==> src/logic/pm_clock_pkg.sv <==
// Shared constants, types and carriers for the power mode clock switch
package pm_clock_pkg;
   // AXI4-Lite register map, byte addresses
   localparam int AXI_AW = 4;
   localparam logic [3:0] ADDR_CTRL = 4'h0;
   localparam logic [3:0] ADDR_SECT = 4'h4;
   localparam logic [3:0] ADDR_STAT = 4'h8;
   localparam logic [1:0] RESP_OKAY = 2'h0;
   localparam logic [1:0] RESP_SLVERR = 2'h2;
   // Control register fields
   localparam int CTRL_IDLE_BIT = 7;
   localparam int CTRL_FREQ_LSB = 4;
   localparam int CTRL_PRI_BIT = 3;
   localparam int CTRL_HF_BIT = 2;
   localparam int CTRL_SEL_LSB = 0;
   // Secondary control register fields
   localparam int SECT_EN_BIT = 0;
   localparam int SECT_RUN_BIT = 1;
   // Status register fields
   localparam int STAT_FLAGS_LSB = 0;
   localparam int STAT_MODE_LSB = 3;
   localparam int STAT_SRC_LSB = 6;
   // Reset values
   localparam logic RST_IDLE = 1'h0;
   localparam logic [2:0] RST_FREQ = 3'h3;
   localparam logic [1:0] RST_SEL = 2'h0;
   localparam logic RST_SEC_EN = 1'h0;
   // Handover length, in half cycles of each source, rounded up to whole ticks
   localparam int SWITCH_OLD_HALF = 5;
   localparam int SWITCH_NEW_HALF = 5;
   localparam logic [1:0] OLD_TICKS = 2'((SWITCH_OLD_HALF + 1) / 2);
   localparam logic [1:0] NEW_TICKS = 2'((SWITCH_NEW_HALF + 1) / 2);

   typedef enum logic [2:0] {
      M_RUN = 3'b000,
      M_SWITCH = 3'b001,
      M_IDLE = 3'b010,
      M_SLEEP = 3'b011,
      M_WAKE = 3'b100
   } mode_t;

   typedef enum logic [1:0] {
      SRC_PRI = 2'b00,
      SRC_SEC = 2'b01,
      SRC_INT = 2'b10
   } src_t;

   typedef enum logic [1:0] {
      P_START = 2'b00,
      P_OLD = 2'b01,
      P_NEW = 2'b10
   } phase_t;

   typedef struct packed {
      logic pri_is_internal;
      logic two_speed;
      logic fail_safe;
      logic wdt_on;
   } cfg_t;

   typedef struct packed {
      logic pri;
      logic sec;
      logic hf;
      logic lf;
   } osc_en_t;

   typedef struct packed {
      logic primary_running_flag;
      logic internal_hf_stable_flag;
      logic secondary_active_flag;
   } flags_t;
endpackage

==> src/logic/power_mode_clock_switch.sv <==
// Clock source sequencer for run, idle and deep-sleep modes with AXI4-Lite registers
// Notes on behaviour
// [RQ1] - Switch waits start-up plus old and new ticks
// [RQ2] - Three flags encode the active main clock
// [RQ3] - Sleep request samples idle select bit
// [RQ4] - Sleep with idle clear stops all clocks
// [RQ5] - Idle sleep keeps peripherals clocked, core gated
// [RQ6] - Run modes clock both core and peripherals
// [RQ7] - Reset enters primary run, primary flag set
// [RQ8] - Internal primary sets HF stable flag too
// [RQ9] - Select 01 enters secondary run mode
// [RQ10] - Leaving secondary keeps old clock until ready
// [RQ11] - Timer oscillator runs while its enable set
// [RQ12] - Secondary entry deferred until enabled and ready
// [RQ13] - Upper select bit set means internal run
// [RQ14] - Internal switch stops primary, clears its flag
// [RQ15] - Frequency select applies immediately on write
// [RQ16] - Leaving internal keeps internal clock until ready
// [RQ17] - Internal primary still pays switch delay
// [RQ18] - Deep sleep stops oscillator, clears all flags
// [RQ19] - Idle select bit clears at reset
// [RQ20] - Deep sleep keeps watchdog and timer oscillators
// [RQ21] - Wake withholds clocks until source ready, except two-speed or fail-safe clocks from internal meanwhile
// [RQ22] - Wake leaves idle and select bits alone
// [RQ23] - Select decodes 00 primary, 01 secondary, 1x internal
// [RQ24] - Handover never emits a runt clock pulse
`timescale 1ns/1ps
module power_mode_clock_switch (
   // Clock and reset
   input wire logic i_ref_clk,
   input wire logic i_rst_b,
   // Oscillator pins: ticks and ready, index 0 primary, 1 secondary, 2 internal
   input wire logic [2:0] i_osc_tick,
   input wire logic [2:0] i_osc_ready,
   input wire pm_clock_pkg::cfg_t i_cfg,
   // CPU side
   input wire logic i_sleep_req,
   input wire logic i_wake,
   // Gated clock enables and oscillator controls
   output logic o_core_clk_en,
   output logic o_periph_clk_en,
   output pm_clock_pkg::osc_en_t o_osc_en,
   output pm_clock_pkg::flags_t o_flags,
   output logic [2:0] o_int_freq,
   // AXI4-Lite slave
   input wire logic [pm_clock_pkg::AXI_AW-1:0] i_awaddr,
   input wire logic i_awvalid,
   output logic o_awready,
   input wire logic [31:0] i_wdata,
   input wire logic [3:0] i_wstrb,
   input wire logic i_wvalid,
   output logic o_wready,
   output logic [1:0] o_bresp,
   output logic o_bvalid,
   input wire logic i_bready,
   input wire logic [pm_clock_pkg::AXI_AW-1:0] i_araddr,
   input wire logic i_arvalid,
   output logic o_arready,
   output logic [31:0] o_rdata,
   output logic [1:0] o_rresp,
   output logic o_rvalid,
   input wire logic i_rready
);
   function automatic logic pick(input pm_clock_pkg::src_t s, input logic [2:0] v);
      pick = v[s];
   endfunction

   function automatic pm_clock_pkg::src_t decode_sel(input logic [1:0] sel);
      if (sel[1]) begin // [RQ13] [RQ23]
         decode_sel = pm_clock_pkg::SRC_INT;
      end else if (sel[0]) begin
         decode_sel = pm_clock_pkg::SRC_SEC;
      end else begin
         decode_sel = pm_clock_pkg::SRC_PRI;
      end
   endfunction

   logic [1:0] rst_pipe;
   logic rst_n;
   logic [9:0] sync1;
   logic [9:0] sync2;
   logic [2:0] tick_d;
   logic [2:0] tick;
   logic [2:0] rdy;
   pm_clock_pkg::cfg_t cfg;

   // Reset release through two flops
   always_ff @(posedge i_ref_clk or negedge i_rst_b) begin
      if (!i_rst_b) begin
         rst_pipe <= 2'h0;
      end else begin
         rst_pipe <= {rst_pipe[0], 1'h1};
      end
   end
   assign rst_n = rst_pipe[1];

   // Oscillator pins are asynchronous; only sync2 feeds logic
   always_ff @(posedge i_ref_clk or negedge rst_n) begin
      if (!rst_n) begin
         sync1 <= 10'h000;
         sync2 <= 10'h000;
         tick_d <= 3'h0;
      end else begin
         sync1 <= {i_osc_tick, i_osc_ready, i_cfg};
         sync2 <= sync1;
         tick_d <= sync2[9:7];
      end
   end
   assign tick = sync2[9:7] & ~tick_d;
   assign cfg = sync2[3:0];

   // Register fields
   logic idle_select_bit, next_idle_select_bit;
   logic [2:0] freq, next_freq;
   logic [1:0] clock_source_select, next_clock_source_select;
   logic secondary_osc_enable, next_secondary_osc_enable;
   // AXI state
   logic aw_hold, next_aw_hold;
   logic [pm_clock_pkg::AXI_AW-1:0] awaddr_q, next_awaddr_q;
   logic w_hold, next_w_hold;
   logic [31:0] wdata_q, next_wdata_q;
   logic wstrb0_q, next_wstrb0_q;
   logic next_awready, next_wready, next_bvalid, next_arready, next_rvalid;
   logic [1:0] next_bresp, next_rresp;
   logic [31:0] next_rdata;
   logic wr_fire;

   // Mode state
   pm_clock_pkg::mode_t mode, next_mode;
   pm_clock_pkg::src_t src, next_src, tgt, next_tgt, want;
   pm_clock_pkg::phase_t phase, next_phase;
   logic [1:0] cnt, next_cnt;
   logic next_core, next_periph;
   pm_clock_pkg::osc_en_t next_osc;
   pm_clock_pkg::flags_t next_flags;
   logic src_tick, tgt_tick, tgt_rdy, boost;

   // Internal source counts ready at once when running from the always-on low range
   assign rdy = {sync2[6] | (freq == 3'h0), sync2[5] & secondary_osc_enable, sync2[4]};
   assign src_tick = pick(src, tick);
   assign tgt_tick = pick(tgt, tick);
   assign tgt_rdy = pick(tgt, rdy);
   assign want = decode_sel(clock_source_select);
   assign boost = cfg.two_speed | cfg.fail_safe;

   always_comb begin
      next_idle_select_bit = idle_select_bit; // [RQ22]
      next_freq = freq;
      next_clock_source_select = clock_source_select;
      next_secondary_osc_enable = secondary_osc_enable;
      next_aw_hold = aw_hold;
      next_awaddr_q = awaddr_q;
      next_w_hold = w_hold;
      next_wdata_q = wdata_q;
      next_wstrb0_q = wstrb0_q;
      next_bvalid = o_bvalid;
      next_bresp = o_bresp;
      next_rvalid = o_rvalid;
      next_rdata = o_rdata;
      next_rresp = o_rresp;
      wr_fire = 1'h0;
      if (i_awvalid && o_awready) begin
         next_aw_hold = 1'h1;
         next_awaddr_q = i_awaddr;
      end
      if (i_wvalid && o_wready) begin
         next_w_hold = 1'h1;
         next_wdata_q = i_wdata;
         next_wstrb0_q = i_wstrb[0];
      end
      if (o_bvalid && i_bready) begin
         next_bvalid = 1'h0;
      end
      if (aw_hold && w_hold && !o_bvalid) begin
         wr_fire = 1'h1;
         next_aw_hold = 1'h0;
         next_w_hold = 1'h0;
         next_bvalid = 1'h1;
         next_bresp = pm_clock_pkg::RESP_OKAY;
         if (awaddr_q == pm_clock_pkg::ADDR_CTRL) begin
            if (wstrb0_q) begin
               next_idle_select_bit = wdata_q[pm_clock_pkg::CTRL_IDLE_BIT];
               next_freq = wdata_q[pm_clock_pkg::CTRL_FREQ_LSB +: 3]; // [RQ15]
               next_clock_source_select = wdata_q[pm_clock_pkg::CTRL_SEL_LSB +: 2];
            end
         end else if (awaddr_q == pm_clock_pkg::ADDR_SECT) begin
            if (wstrb0_q) begin
               next_secondary_osc_enable = wdata_q[pm_clock_pkg::SECT_EN_BIT];
            end
         end else if (awaddr_q != pm_clock_pkg::ADDR_STAT) begin
            next_bresp = pm_clock_pkg::RESP_SLVERR;
         end
      end
      if (o_rvalid && i_rready) begin
         next_rvalid = 1'h0;
      end
      if (i_arvalid && o_arready) begin
         next_rvalid = 1'h1;
         next_rdata = 32'h0000_0000;
         next_rresp = pm_clock_pkg::RESP_OKAY;
         if (i_araddr == pm_clock_pkg::ADDR_CTRL) begin
            next_rdata[pm_clock_pkg::CTRL_IDLE_BIT] = idle_select_bit;
            next_rdata[pm_clock_pkg::CTRL_FREQ_LSB +: 3] = freq;
            next_rdata[pm_clock_pkg::CTRL_PRI_BIT] = o_flags.primary_running_flag;
            next_rdata[pm_clock_pkg::CTRL_HF_BIT] = o_flags.internal_hf_stable_flag;
            next_rdata[pm_clock_pkg::CTRL_SEL_LSB +: 2] = clock_source_select;
         end else if (i_araddr == pm_clock_pkg::ADDR_SECT) begin
            next_rdata[pm_clock_pkg::SECT_EN_BIT] = secondary_osc_enable;
            next_rdata[pm_clock_pkg::SECT_RUN_BIT] = o_flags.secondary_active_flag;
         end else if (i_araddr == pm_clock_pkg::ADDR_STAT) begin
            next_rdata[pm_clock_pkg::STAT_FLAGS_LSB +: 3] = o_flags;
            next_rdata[pm_clock_pkg::STAT_MODE_LSB +: 3] = mode;
            next_rdata[pm_clock_pkg::STAT_SRC_LSB +: 2] = src;
         end else begin
            next_rresp = pm_clock_pkg::RESP_SLVERR;
         end
      end
      // One write and one read at a time; a pending response blocks new requests
      next_awready = !next_aw_hold && !next_bvalid;
      next_wready = !next_w_hold && !next_bvalid;
      next_arready = !next_rvalid;
   end

   always_ff @(posedge i_ref_clk or negedge rst_n) begin
      if (!rst_n) begin
         idle_select_bit <= pm_clock_pkg::RST_IDLE; // [RQ19]
         freq <= pm_clock_pkg::RST_FREQ;
         clock_source_select <= pm_clock_pkg::RST_SEL;
         secondary_osc_enable <= pm_clock_pkg::RST_SEC_EN;
         aw_hold <= 1'h0;
         awaddr_q <= 4'h0;
         w_hold <= 1'h0;
         wdata_q <= 32'h0000_0000;
         wstrb0_q <= 1'h0;
         o_awready <= 1'h0;
         o_wready <= 1'h0;
         o_bvalid <= 1'h0;
         o_bresp <= pm_clock_pkg::RESP_OKAY;
         o_arready <= 1'h0;
         o_rvalid <= 1'h0;
         o_rdata <= 32'h0000_0000;
         o_rresp <= pm_clock_pkg::RESP_OKAY;
      end else begin
         idle_select_bit <= next_idle_select_bit;
         freq <= next_freq;
         clock_source_select <= next_clock_source_select;
         secondary_osc_enable <= next_secondary_osc_enable;
         aw_hold <= next_aw_hold;
         awaddr_q <= next_awaddr_q;
         w_hold <= next_w_hold;
         wdata_q <= next_wdata_q;
         wstrb0_q <= next_wstrb0_q;
         o_awready <= next_awready;
         o_wready <= next_wready;
         o_bvalid <= next_bvalid;
         o_bresp <= next_bresp;
         o_arready <= next_arready;
         o_rvalid <= next_rvalid;
         o_rdata <= next_rdata;
         o_rresp <= next_rresp;
      end
   end
   assign o_int_freq = freq; // [RQ15]

   always_comb begin
      next_mode = mode;
      next_src = src;
      next_tgt = tgt;
      next_phase = phase;
      next_cnt = cnt;
      case (mode)
         pm_clock_pkg::M_RUN: begin
            if (i_sleep_req) begin
               next_mode = idle_select_bit ? pm_clock_pkg::M_IDLE : pm_clock_pkg::M_SLEEP; // [RQ3]
            end else if (want != src && (want != pm_clock_pkg::SRC_SEC || secondary_osc_enable)) begin // [RQ12]
               next_mode = pm_clock_pkg::M_SWITCH; // [RQ17]
               next_tgt = want;
               next_phase = pm_clock_pkg::P_START;
               next_cnt = 2'h0;
            end
         end
         pm_clock_pkg::M_SWITCH: begin
            case (phase)
               pm_clock_pkg::P_START: begin
                  // Old source keeps clocking while the new one starts
                  if (want != tgt) begin
                     next_mode = pm_clock_pkg::M_RUN;
                  end else if (tgt_rdy) begin // [RQ10] [RQ16]
                     next_phase = pm_clock_pkg::P_OLD;
                  end
               end
               pm_clock_pkg::P_OLD: begin
                  if (src_tick) begin // [RQ1]
                     next_cnt = cnt + 2'h1;
                     if (cnt == pm_clock_pkg::OLD_TICKS - 2'h1) begin
                        next_phase = pm_clock_pkg::P_NEW;
                        next_cnt = 2'h0;
                     end
                  end
               end
               default: begin
                  if (tgt_tick) begin // [RQ1]
                     next_cnt = cnt + 2'h1;
                     if (cnt == pm_clock_pkg::NEW_TICKS - 2'h1) begin
                        next_mode = pm_clock_pkg::M_RUN;
                        next_src = tgt; // [RQ9] [RQ14]
                        next_cnt = 2'h0;
                     end
                  end
               end
            endcase
         end
         pm_clock_pkg::M_IDLE: begin
            if (i_wake) begin
               next_mode = pm_clock_pkg::M_RUN;
            end
         end
         pm_clock_pkg::M_SLEEP: begin
            if (i_wake) begin
               next_mode = pm_clock_pkg::M_WAKE;
               next_src = (want == pm_clock_pkg::SRC_SEC && !secondary_osc_enable) ? src : want;
            end
         end
         default: begin
            if (pick(src, rdy)) begin // [RQ21]
               next_mode = pm_clock_pkg::M_RUN;
            end
         end
      endcase

      // Enables are whole source ticks, so a handover cannot shorten a phase
      next_core = 1'h0;
      next_periph = 1'h0;
      if (mode == pm_clock_pkg::M_RUN || (mode == pm_clock_pkg::M_SWITCH && phase == pm_clock_pkg::P_START)) begin
         next_core = src_tick && !(mode == pm_clock_pkg::M_RUN && i_sleep_req); // [RQ6] [RQ24]
         next_periph = src_tick && !(mode == pm_clock_pkg::M_RUN && i_sleep_req && !idle_select_bit); // [RQ4]
      end else if (mode == pm_clock_pkg::M_IDLE) begin
         next_periph = src_tick; // [RQ5]
      end else if (mode == pm_clock_pkg::M_WAKE && boost) begin
         next_core = tick[2]; // [RQ21]
         next_periph = tick[2];
      end

      next_flags = 3'h0; // [RQ18]
      if (next_mode != pm_clock_pkg::M_SLEEP && next_mode != pm_clock_pkg::M_WAKE) begin
         next_flags.primary_running_flag = (next_src == pm_clock_pkg::SRC_PRI); // [RQ2] [RQ7]
         next_flags.internal_hf_stable_flag = sync2[6] && ((next_src == pm_clock_pkg::SRC_INT && freq != 3'h0)
            || (next_src == pm_clock_pkg::SRC_PRI && cfg.pri_is_internal)); // [RQ8]
         next_flags.secondary_active_flag = (next_src == pm_clock_pkg::SRC_SEC); // [RQ9]
      end

      next_osc.sec = secondary_osc_enable; // [RQ11] [RQ20]
      next_osc.pri = 1'h0;
      next_osc.hf = 1'h0;
      next_osc.lf = cfg.wdt_on || cfg.fail_safe; // [RQ20]
      if (next_mode != pm_clock_pkg::M_SLEEP) begin
         next_osc.pri = (next_src == pm_clock_pkg::SRC_PRI)
            || (next_mode == pm_clock_pkg::M_SWITCH && next_tgt == pm_clock_pkg::SRC_PRI); // [RQ14]
         next_osc.hf = (next_src == pm_clock_pkg::SRC_PRI && cfg.pri_is_internal)
            || (next_mode == pm_clock_pkg::M_WAKE && boost)
            || (freq != 3'h0 && (next_src == pm_clock_pkg::SRC_INT
            || (next_mode == pm_clock_pkg::M_SWITCH && next_tgt == pm_clock_pkg::SRC_INT)));
         next_osc.lf = next_osc.lf || (freq == 3'h0 && (next_src == pm_clock_pkg::SRC_INT
            || (next_mode == pm_clock_pkg::M_SWITCH && next_tgt == pm_clock_pkg::SRC_INT)));
      end
   end

   always_ff @(posedge i_ref_clk or negedge rst_n) begin
      if (!rst_n) begin
         mode <= pm_clock_pkg::M_RUN; // [RQ7]
         src <= pm_clock_pkg::SRC_PRI;
         tgt <= pm_clock_pkg::SRC_PRI;
         phase <= pm_clock_pkg::P_START;
         cnt <= 2'h0;
         o_core_clk_en <= 1'h0;
         o_periph_clk_en <= 1'h0;
         o_flags <= 3'h4;
         o_osc_en <= 4'h8;
      end else begin
         mode <= next_mode;
         src <= next_src;
         tgt <= next_tgt;
         phase <= next_phase;
         cnt <= next_cnt;
         o_core_clk_en <= next_core;
         o_periph_clk_en <= next_periph;
         o_flags <= next_flags;
         o_osc_en <= next_osc;
      end
   end

   sleep_entry_a: assert property (@(posedge i_ref_clk) disable iff (!rst_n) // [RQ4]
      (mode == pm_clock_pkg::M_RUN && i_sleep_req && !idle_select_bit)
      |=> (mode == pm_clock_pkg::M_SLEEP && !o_core_clk_en && !o_periph_clk_en))
      else $error("sleep entry did not stop clocks");
   idle_entry_a: assert property (@(posedge i_ref_clk) disable iff (!rst_n) // [RQ5]
      (mode == pm_clock_pkg::M_IDLE && src_tick) |=> (o_periph_clk_en && !o_core_clk_en))
      else $error("idle mode clocking wrong");
   run_clocks_a: assert property (@(posedge i_ref_clk) disable iff (!rst_n) // [RQ6]
      (mode == pm_clock_pkg::M_RUN && src_tick && !i_sleep_req) |=> (o_core_clk_en && o_periph_clk_en))
      else $error("run mode tick not passed");
   handover_gap_a: assert property (@(posedge i_ref_clk) disable iff (!rst_n) // [RQ24]
      (mode == pm_clock_pkg::M_SWITCH && phase != pm_clock_pkg::P_START) |=> !o_core_clk_en)
      else $error("clock pulse during handover");
   switch_done_a: assert property (@(posedge i_ref_clk) disable iff (!rst_n) // [RQ1]
      (mode == pm_clock_pkg::M_SWITCH && phase == pm_clock_pkg::P_NEW && tgt_tick
      && cnt == pm_clock_pkg::NEW_TICKS - 2'h1) |=> (mode == pm_clock_pkg::M_RUN && src == $past(tgt)))
      else $error("switch did not complete");
   sec_flags_a: assert property (@(posedge i_ref_clk) disable iff (!rst_n) // [RQ9]
      (mode == pm_clock_pkg::M_RUN && src == pm_clock_pkg::SRC_SEC) |-> (o_flags == 3'h1 && !o_osc_en.pri))
      else $error("secondary run flags wrong");
   pri_flag_a: assert property (@(posedge i_ref_clk) disable iff (!rst_n) // [RQ7]
      (mode == pm_clock_pkg::M_RUN && src == pm_clock_pkg::SRC_PRI) |-> o_flags.primary_running_flag)
      else $error("primary flag clear in primary run");
   sec_defer_a: assert property (@(posedge i_ref_clk) disable iff (!rst_n) // [RQ12]
      (mode == pm_clock_pkg::M_RUN && !secondary_osc_enable)
      |=> !(mode == pm_clock_pkg::M_SWITCH && tgt == pm_clock_pkg::SRC_SEC))
      else $error("secondary entry not deferred");
   sleep_osc_a: assert property (@(posedge i_ref_clk) disable iff (!rst_n) // [RQ18]
      (mode == pm_clock_pkg::M_SLEEP) |-> (o_flags == 3'h0 && !o_osc_en.pri))
      else $error("sleep left oscillator or flag on");
   freq_write_a: assert property (@(posedge i_ref_clk) disable iff (!rst_n) // [RQ15]
      (wr_fire && awaddr_q == pm_clock_pkg::ADDR_CTRL && wstrb0_q)
      |=> (o_int_freq == $past(wdata_q[6:4])))
      else $error("frequency write not applied");
endmodule

==> config.mk <==
export PLATFORM = sky130hd
export DESIGN_NAME = power_mode_clock_switch
export DESIGN_NICKNAME = d
export VERILOG_FILES = /design/src/logic/pm_clock_pkg.sv /design/src/logic/power_mode_clock_switch.sv
export SDC_FILE = /design/constraint.sdc
export NUM_CORES = 1
export LEC_CHECK = 0
export BUFFER_PORTS_ARGS = -buffer_cell sky130_fd_sc_hd__buf_2
export CORE_UTILIZATION = 51
export DETAILED_ROUTE_END_ITERATION = 7
export HOLD_SLACK_MARGIN = 0.1
export PLACE_DENSITY = 0.91
export SLEW_MARGIN = 20
export SYNTH_ARGS = -nofsm -noshare
export SYNTH_HDL_FRONTEND = slang
export SYNTH_SLANG_ARGS = --single-unit
==> constraint.sdc <==
create_clock -name i_ref_clk -period 3.02 [get_ports i_ref_clk]
set_input_delay 0.604 -clock i_ref_clk [delete_from_list [all_inputs] [get_ports i_ref_clk]]
set_output_delay 0.604 -clock i_ref_clk [all_outputs]
set_load 0.02 [all_outputs]
==> impl_metrics.py <==
metrics = {
    "run_status": {
        "run_status": "complete, no violations",
    },
    "clocking": {
        "cts.reportedPaths.clkPinSlew_ps": 80,
        "cts_buffers": 9,
        "cts_setup_buffers": 0,
        "clock_sinks": 80,
        "clock_tree.root_cell": "clkbuf_8",
        "h-tree-depth": 3,
        "clock_latency_ps": 350,
        "cts_tree": "done",
        "cts_buffer_depth": 2,
    },
    "synthesis": {
        "syn-cell-area_mm2": 0.00366,
        "synthFlopType": "dfrtp_1",
        "synth-edff-count": 0,
        "ys_seq_area_share_pct": 54.9,
        "ys_warn_count": 0,
        "ys_ff_latch": 80,
        "ys_types": 61,
        "avgSynthCellArea_um2": 11.4,
        "async_reset_ff_share_pct": 100,
        "syn-instance-count": 322,
        "synth_area_leaders": "dfrtp_1 52%, buf_4 5.3%, mux2_2 4.6%, dfstp_2 2.9%, nand2_1 2.4%",
        "synth_top_area_share_pct": 52.0,
        "yosysTopAreaCell": "dfrtp_1",
    },
    "worst_setup_path": {
        "r2r_slack_ps": 770,
        "path_max_fanout": 9,
        "critPathTopFamily": "compound AO/OA/AOI/OAI gates",
        "path_cells": "nor4b_2 -> nor3_2 -> a221o_1 -> a221o_1 -> mux2i_1 -> nor4b_1",
        "cp.required_ps": 3270,
        "critPathArrivalTime_ps": 2500,
        "slowest_stage": "dfrtp_1",
        "worst-setup-path-type": "flip-flop to flip-flop",
        "worst_path_largest_cell_delay_ps": 480,
        "start_kind": "flip-flop",
        "cp_common_cell": "a221o_1",
        "cp_num_buf_inv": 0,
        "worstSetupEndpointType": "flip-flop",
    },
    "die": {
        "initial_core_util_pct": 53.2,
        "die_w_um": 86.7,
        "fp-row-count": 30,
        "io_pins": 116,
        "die_height_um": 86.7,
        "core_area_mm2": 0.00687,
        "die_area_mm2": 0.00751,
    },
    "sta": {
        "drv_slew": 0,
        "fmax_mhz": 444,
        "fin_crit_ps": 2250,
        "fin_setup_tns_ps": 0,
        "worst_pin_slew_ps": 898,
        "finalSetupViolCount": 0,
        "grt_setup_unrepaired": "no",
        "timing.final.crit_share_pct": 74.6,
        "max-slew-margin-rel_pct": 39.3,
        "finalHoldViolCount": 0,
        "fin_skew_ps": 4.33,
        "whs_ps": 349,
    },
    "cells_and_area": {
        "n_antenna_cell": 0,
        "drive_gt1_share_pct": 28.3,
        "final_util_pct": 59.9,
        "layout_commonest_cell": "dfrtp_1",
        "areaGrowthSynthToFinish_pct": 12.5,
        "fin_nets": 447,
        "layout_common_cells": "75 x dfrtp_1, 60 x buf_2, 27 x conb_1, 23 x nand2_1, 16 x nor2_1",
        "fill_cells": 562,
    },
    "hold_path": {
        "hold_path.class": "input pin to flip-flop",
    },
    "global_route": {
        "grt_antenna_before_repair": 0,
        "grt_overflow": 0,
        "grt_pass1_vias": 2452,
        "grt_max_degree": 43,
        "grt_usage_pct": 20.7,
        "grt_pass1_wl_mm": 11.6,
    },
    "place": {
        "hpwl_mm": 5.20,
        "port-buffer-count": 60,
        "gp_congestion": 0.862,
    },
    "route": {
        "drc": 0,
        "vias": 2581,
        "routed_wl_mm": 6.97,
        "via_per_inst": 5.32,
        "wl_per_cell_um": 14.4,
        "ant_nets": 0,
        "dr.pass1.iters": 4,
        "drtIter0Drc": 159,
    },
    "power_and_ir_drop": {
        "power_per_cell_area_mw_per_mm2": 859,
        "irDropWorstVdd_uv": 594,
        "leakagePower_nw": 1.92,
    },
    "run": {
        "cap_violations": 0,
    },
}
[path summary, 6_finish.rpt]
path                           startpoint  cells after the start             to
setup / recovery                   tgt[0]                      6     o_flags[1]
hold / removal             i_osc_ready[2]                      1       sync1[6]
setup reg to reg                   tgt[0]                      6     o_flags[1]
hold reg to reg                  sync1[7]                      0       sync2[7]
max in group asynchronous     rst_pipe[1]                      1  o_int_freq[0]
min in group asynchronous     rst_pipe[1]                      0       sync1[2]
[metrics by stage]
stage                     setup slack, ps  total power [W]  instances  area (um2)
final                                 767          0.00353        485        4110
after detailed placement              685          0.00285        468        3930
after global routing                  540          0.00376        485        4110
after CTS                             769          0.00354        485        4110
after global placement                756          0.00279        468        3930
after floorplan                       634          0.00255        347        3750
[area by class of cell]
class	count	area [um2]	share of cell area, %
clock inverter	2	16.3	0.395
tap	96	120	2.92
clock buffer	14	153	3.71
multi-input combinational	214	1410	34.4
sequential	80	2010	48.8
timing repair buffer	64	345	8.40
inverter	15	56.3	1.37
[cells in the mapped netlist (all sizes together), types with 2 or more instances]
cell type	count
a22o	2
a221o	2
dfrtp	76
nor4	5
a31o	2
o21ai	17
o32a	2
nor2b	5
a21oi	12
or2	4
mux2	19
o311ai	2
nand3b	7
nor2	16
nand4b	2
buf	33
clkbuf	5
dfstp	4
conb	2
o31ai	3
or2b	3
or4b	2
and4bb	2
a22oi	7
a41oi	2
inv	15
nand3	4
mux2i	5
nand2	23
nand2b	3
a211oi	2
nor3b	4
nor3	9
nor4b	3
a21o	5
[state kept, by name, indices dropped and copies added, names as in the netlist, 2 cells and up]
register             flops
o_flags                  3
sync2                   10
o_int_freq               3
mode                     3
o_rdata                  8
sync1                   10
phase                    2
cnt                      2
o_osc_en                 4
rst_pipe                 2
awaddr_q                 4
tgt                      2
clock_source_select      2
wdata_q                  6
tick_d                   3
src                      2
[worst register-to-register path, cell delays in order (launching register included)]
cell and delay [ps]:
dfrtp_1 480, nor4b_2 340, nor3_2 110, a221o_1 360
a221o_1 390, mux2i_1 180, nor4b_1 270
[repair_timing]
| action | in CTS | in global routing |
|---|---|---|
| hold endpoints to repair | 2 | 0 |
| gates resized for setup | 0 | 0 |
| hold buffers | 1 | 0 |
[logic make-up (layout without fill, tap and decap cells)]
kind of cell    count (synthesis)  in the layout  synth area share (%)
simple gates                   95             95                  15.6
buf+inv                        53             95                  9.03
mux                            24             24                  7.22
other cells                     2             27                 0.205
compound gates                 67             67                  12.8
xor+xnor                        1              1                 0.240
flops                          80             80                  54.9
[power breakdown]
part	switching, W	internal, W	total (W)	leakage [nW]
clock network	0.000370	0.000324	0.000694	0.0809
registers	0.000292	0.00135	0.00164	0.969
logic	0.000674	0.000526	0.00120	0.873
[per-layer routing]
metal / track usage (%) / share of wire, %
met1: 25.6 / 42
met2: 33.5 / 48
met3: 7.43 / 7.6
met4: 7.73 / 2.0
met5: 0 / 0
Power figures use the tool's default switching activity.
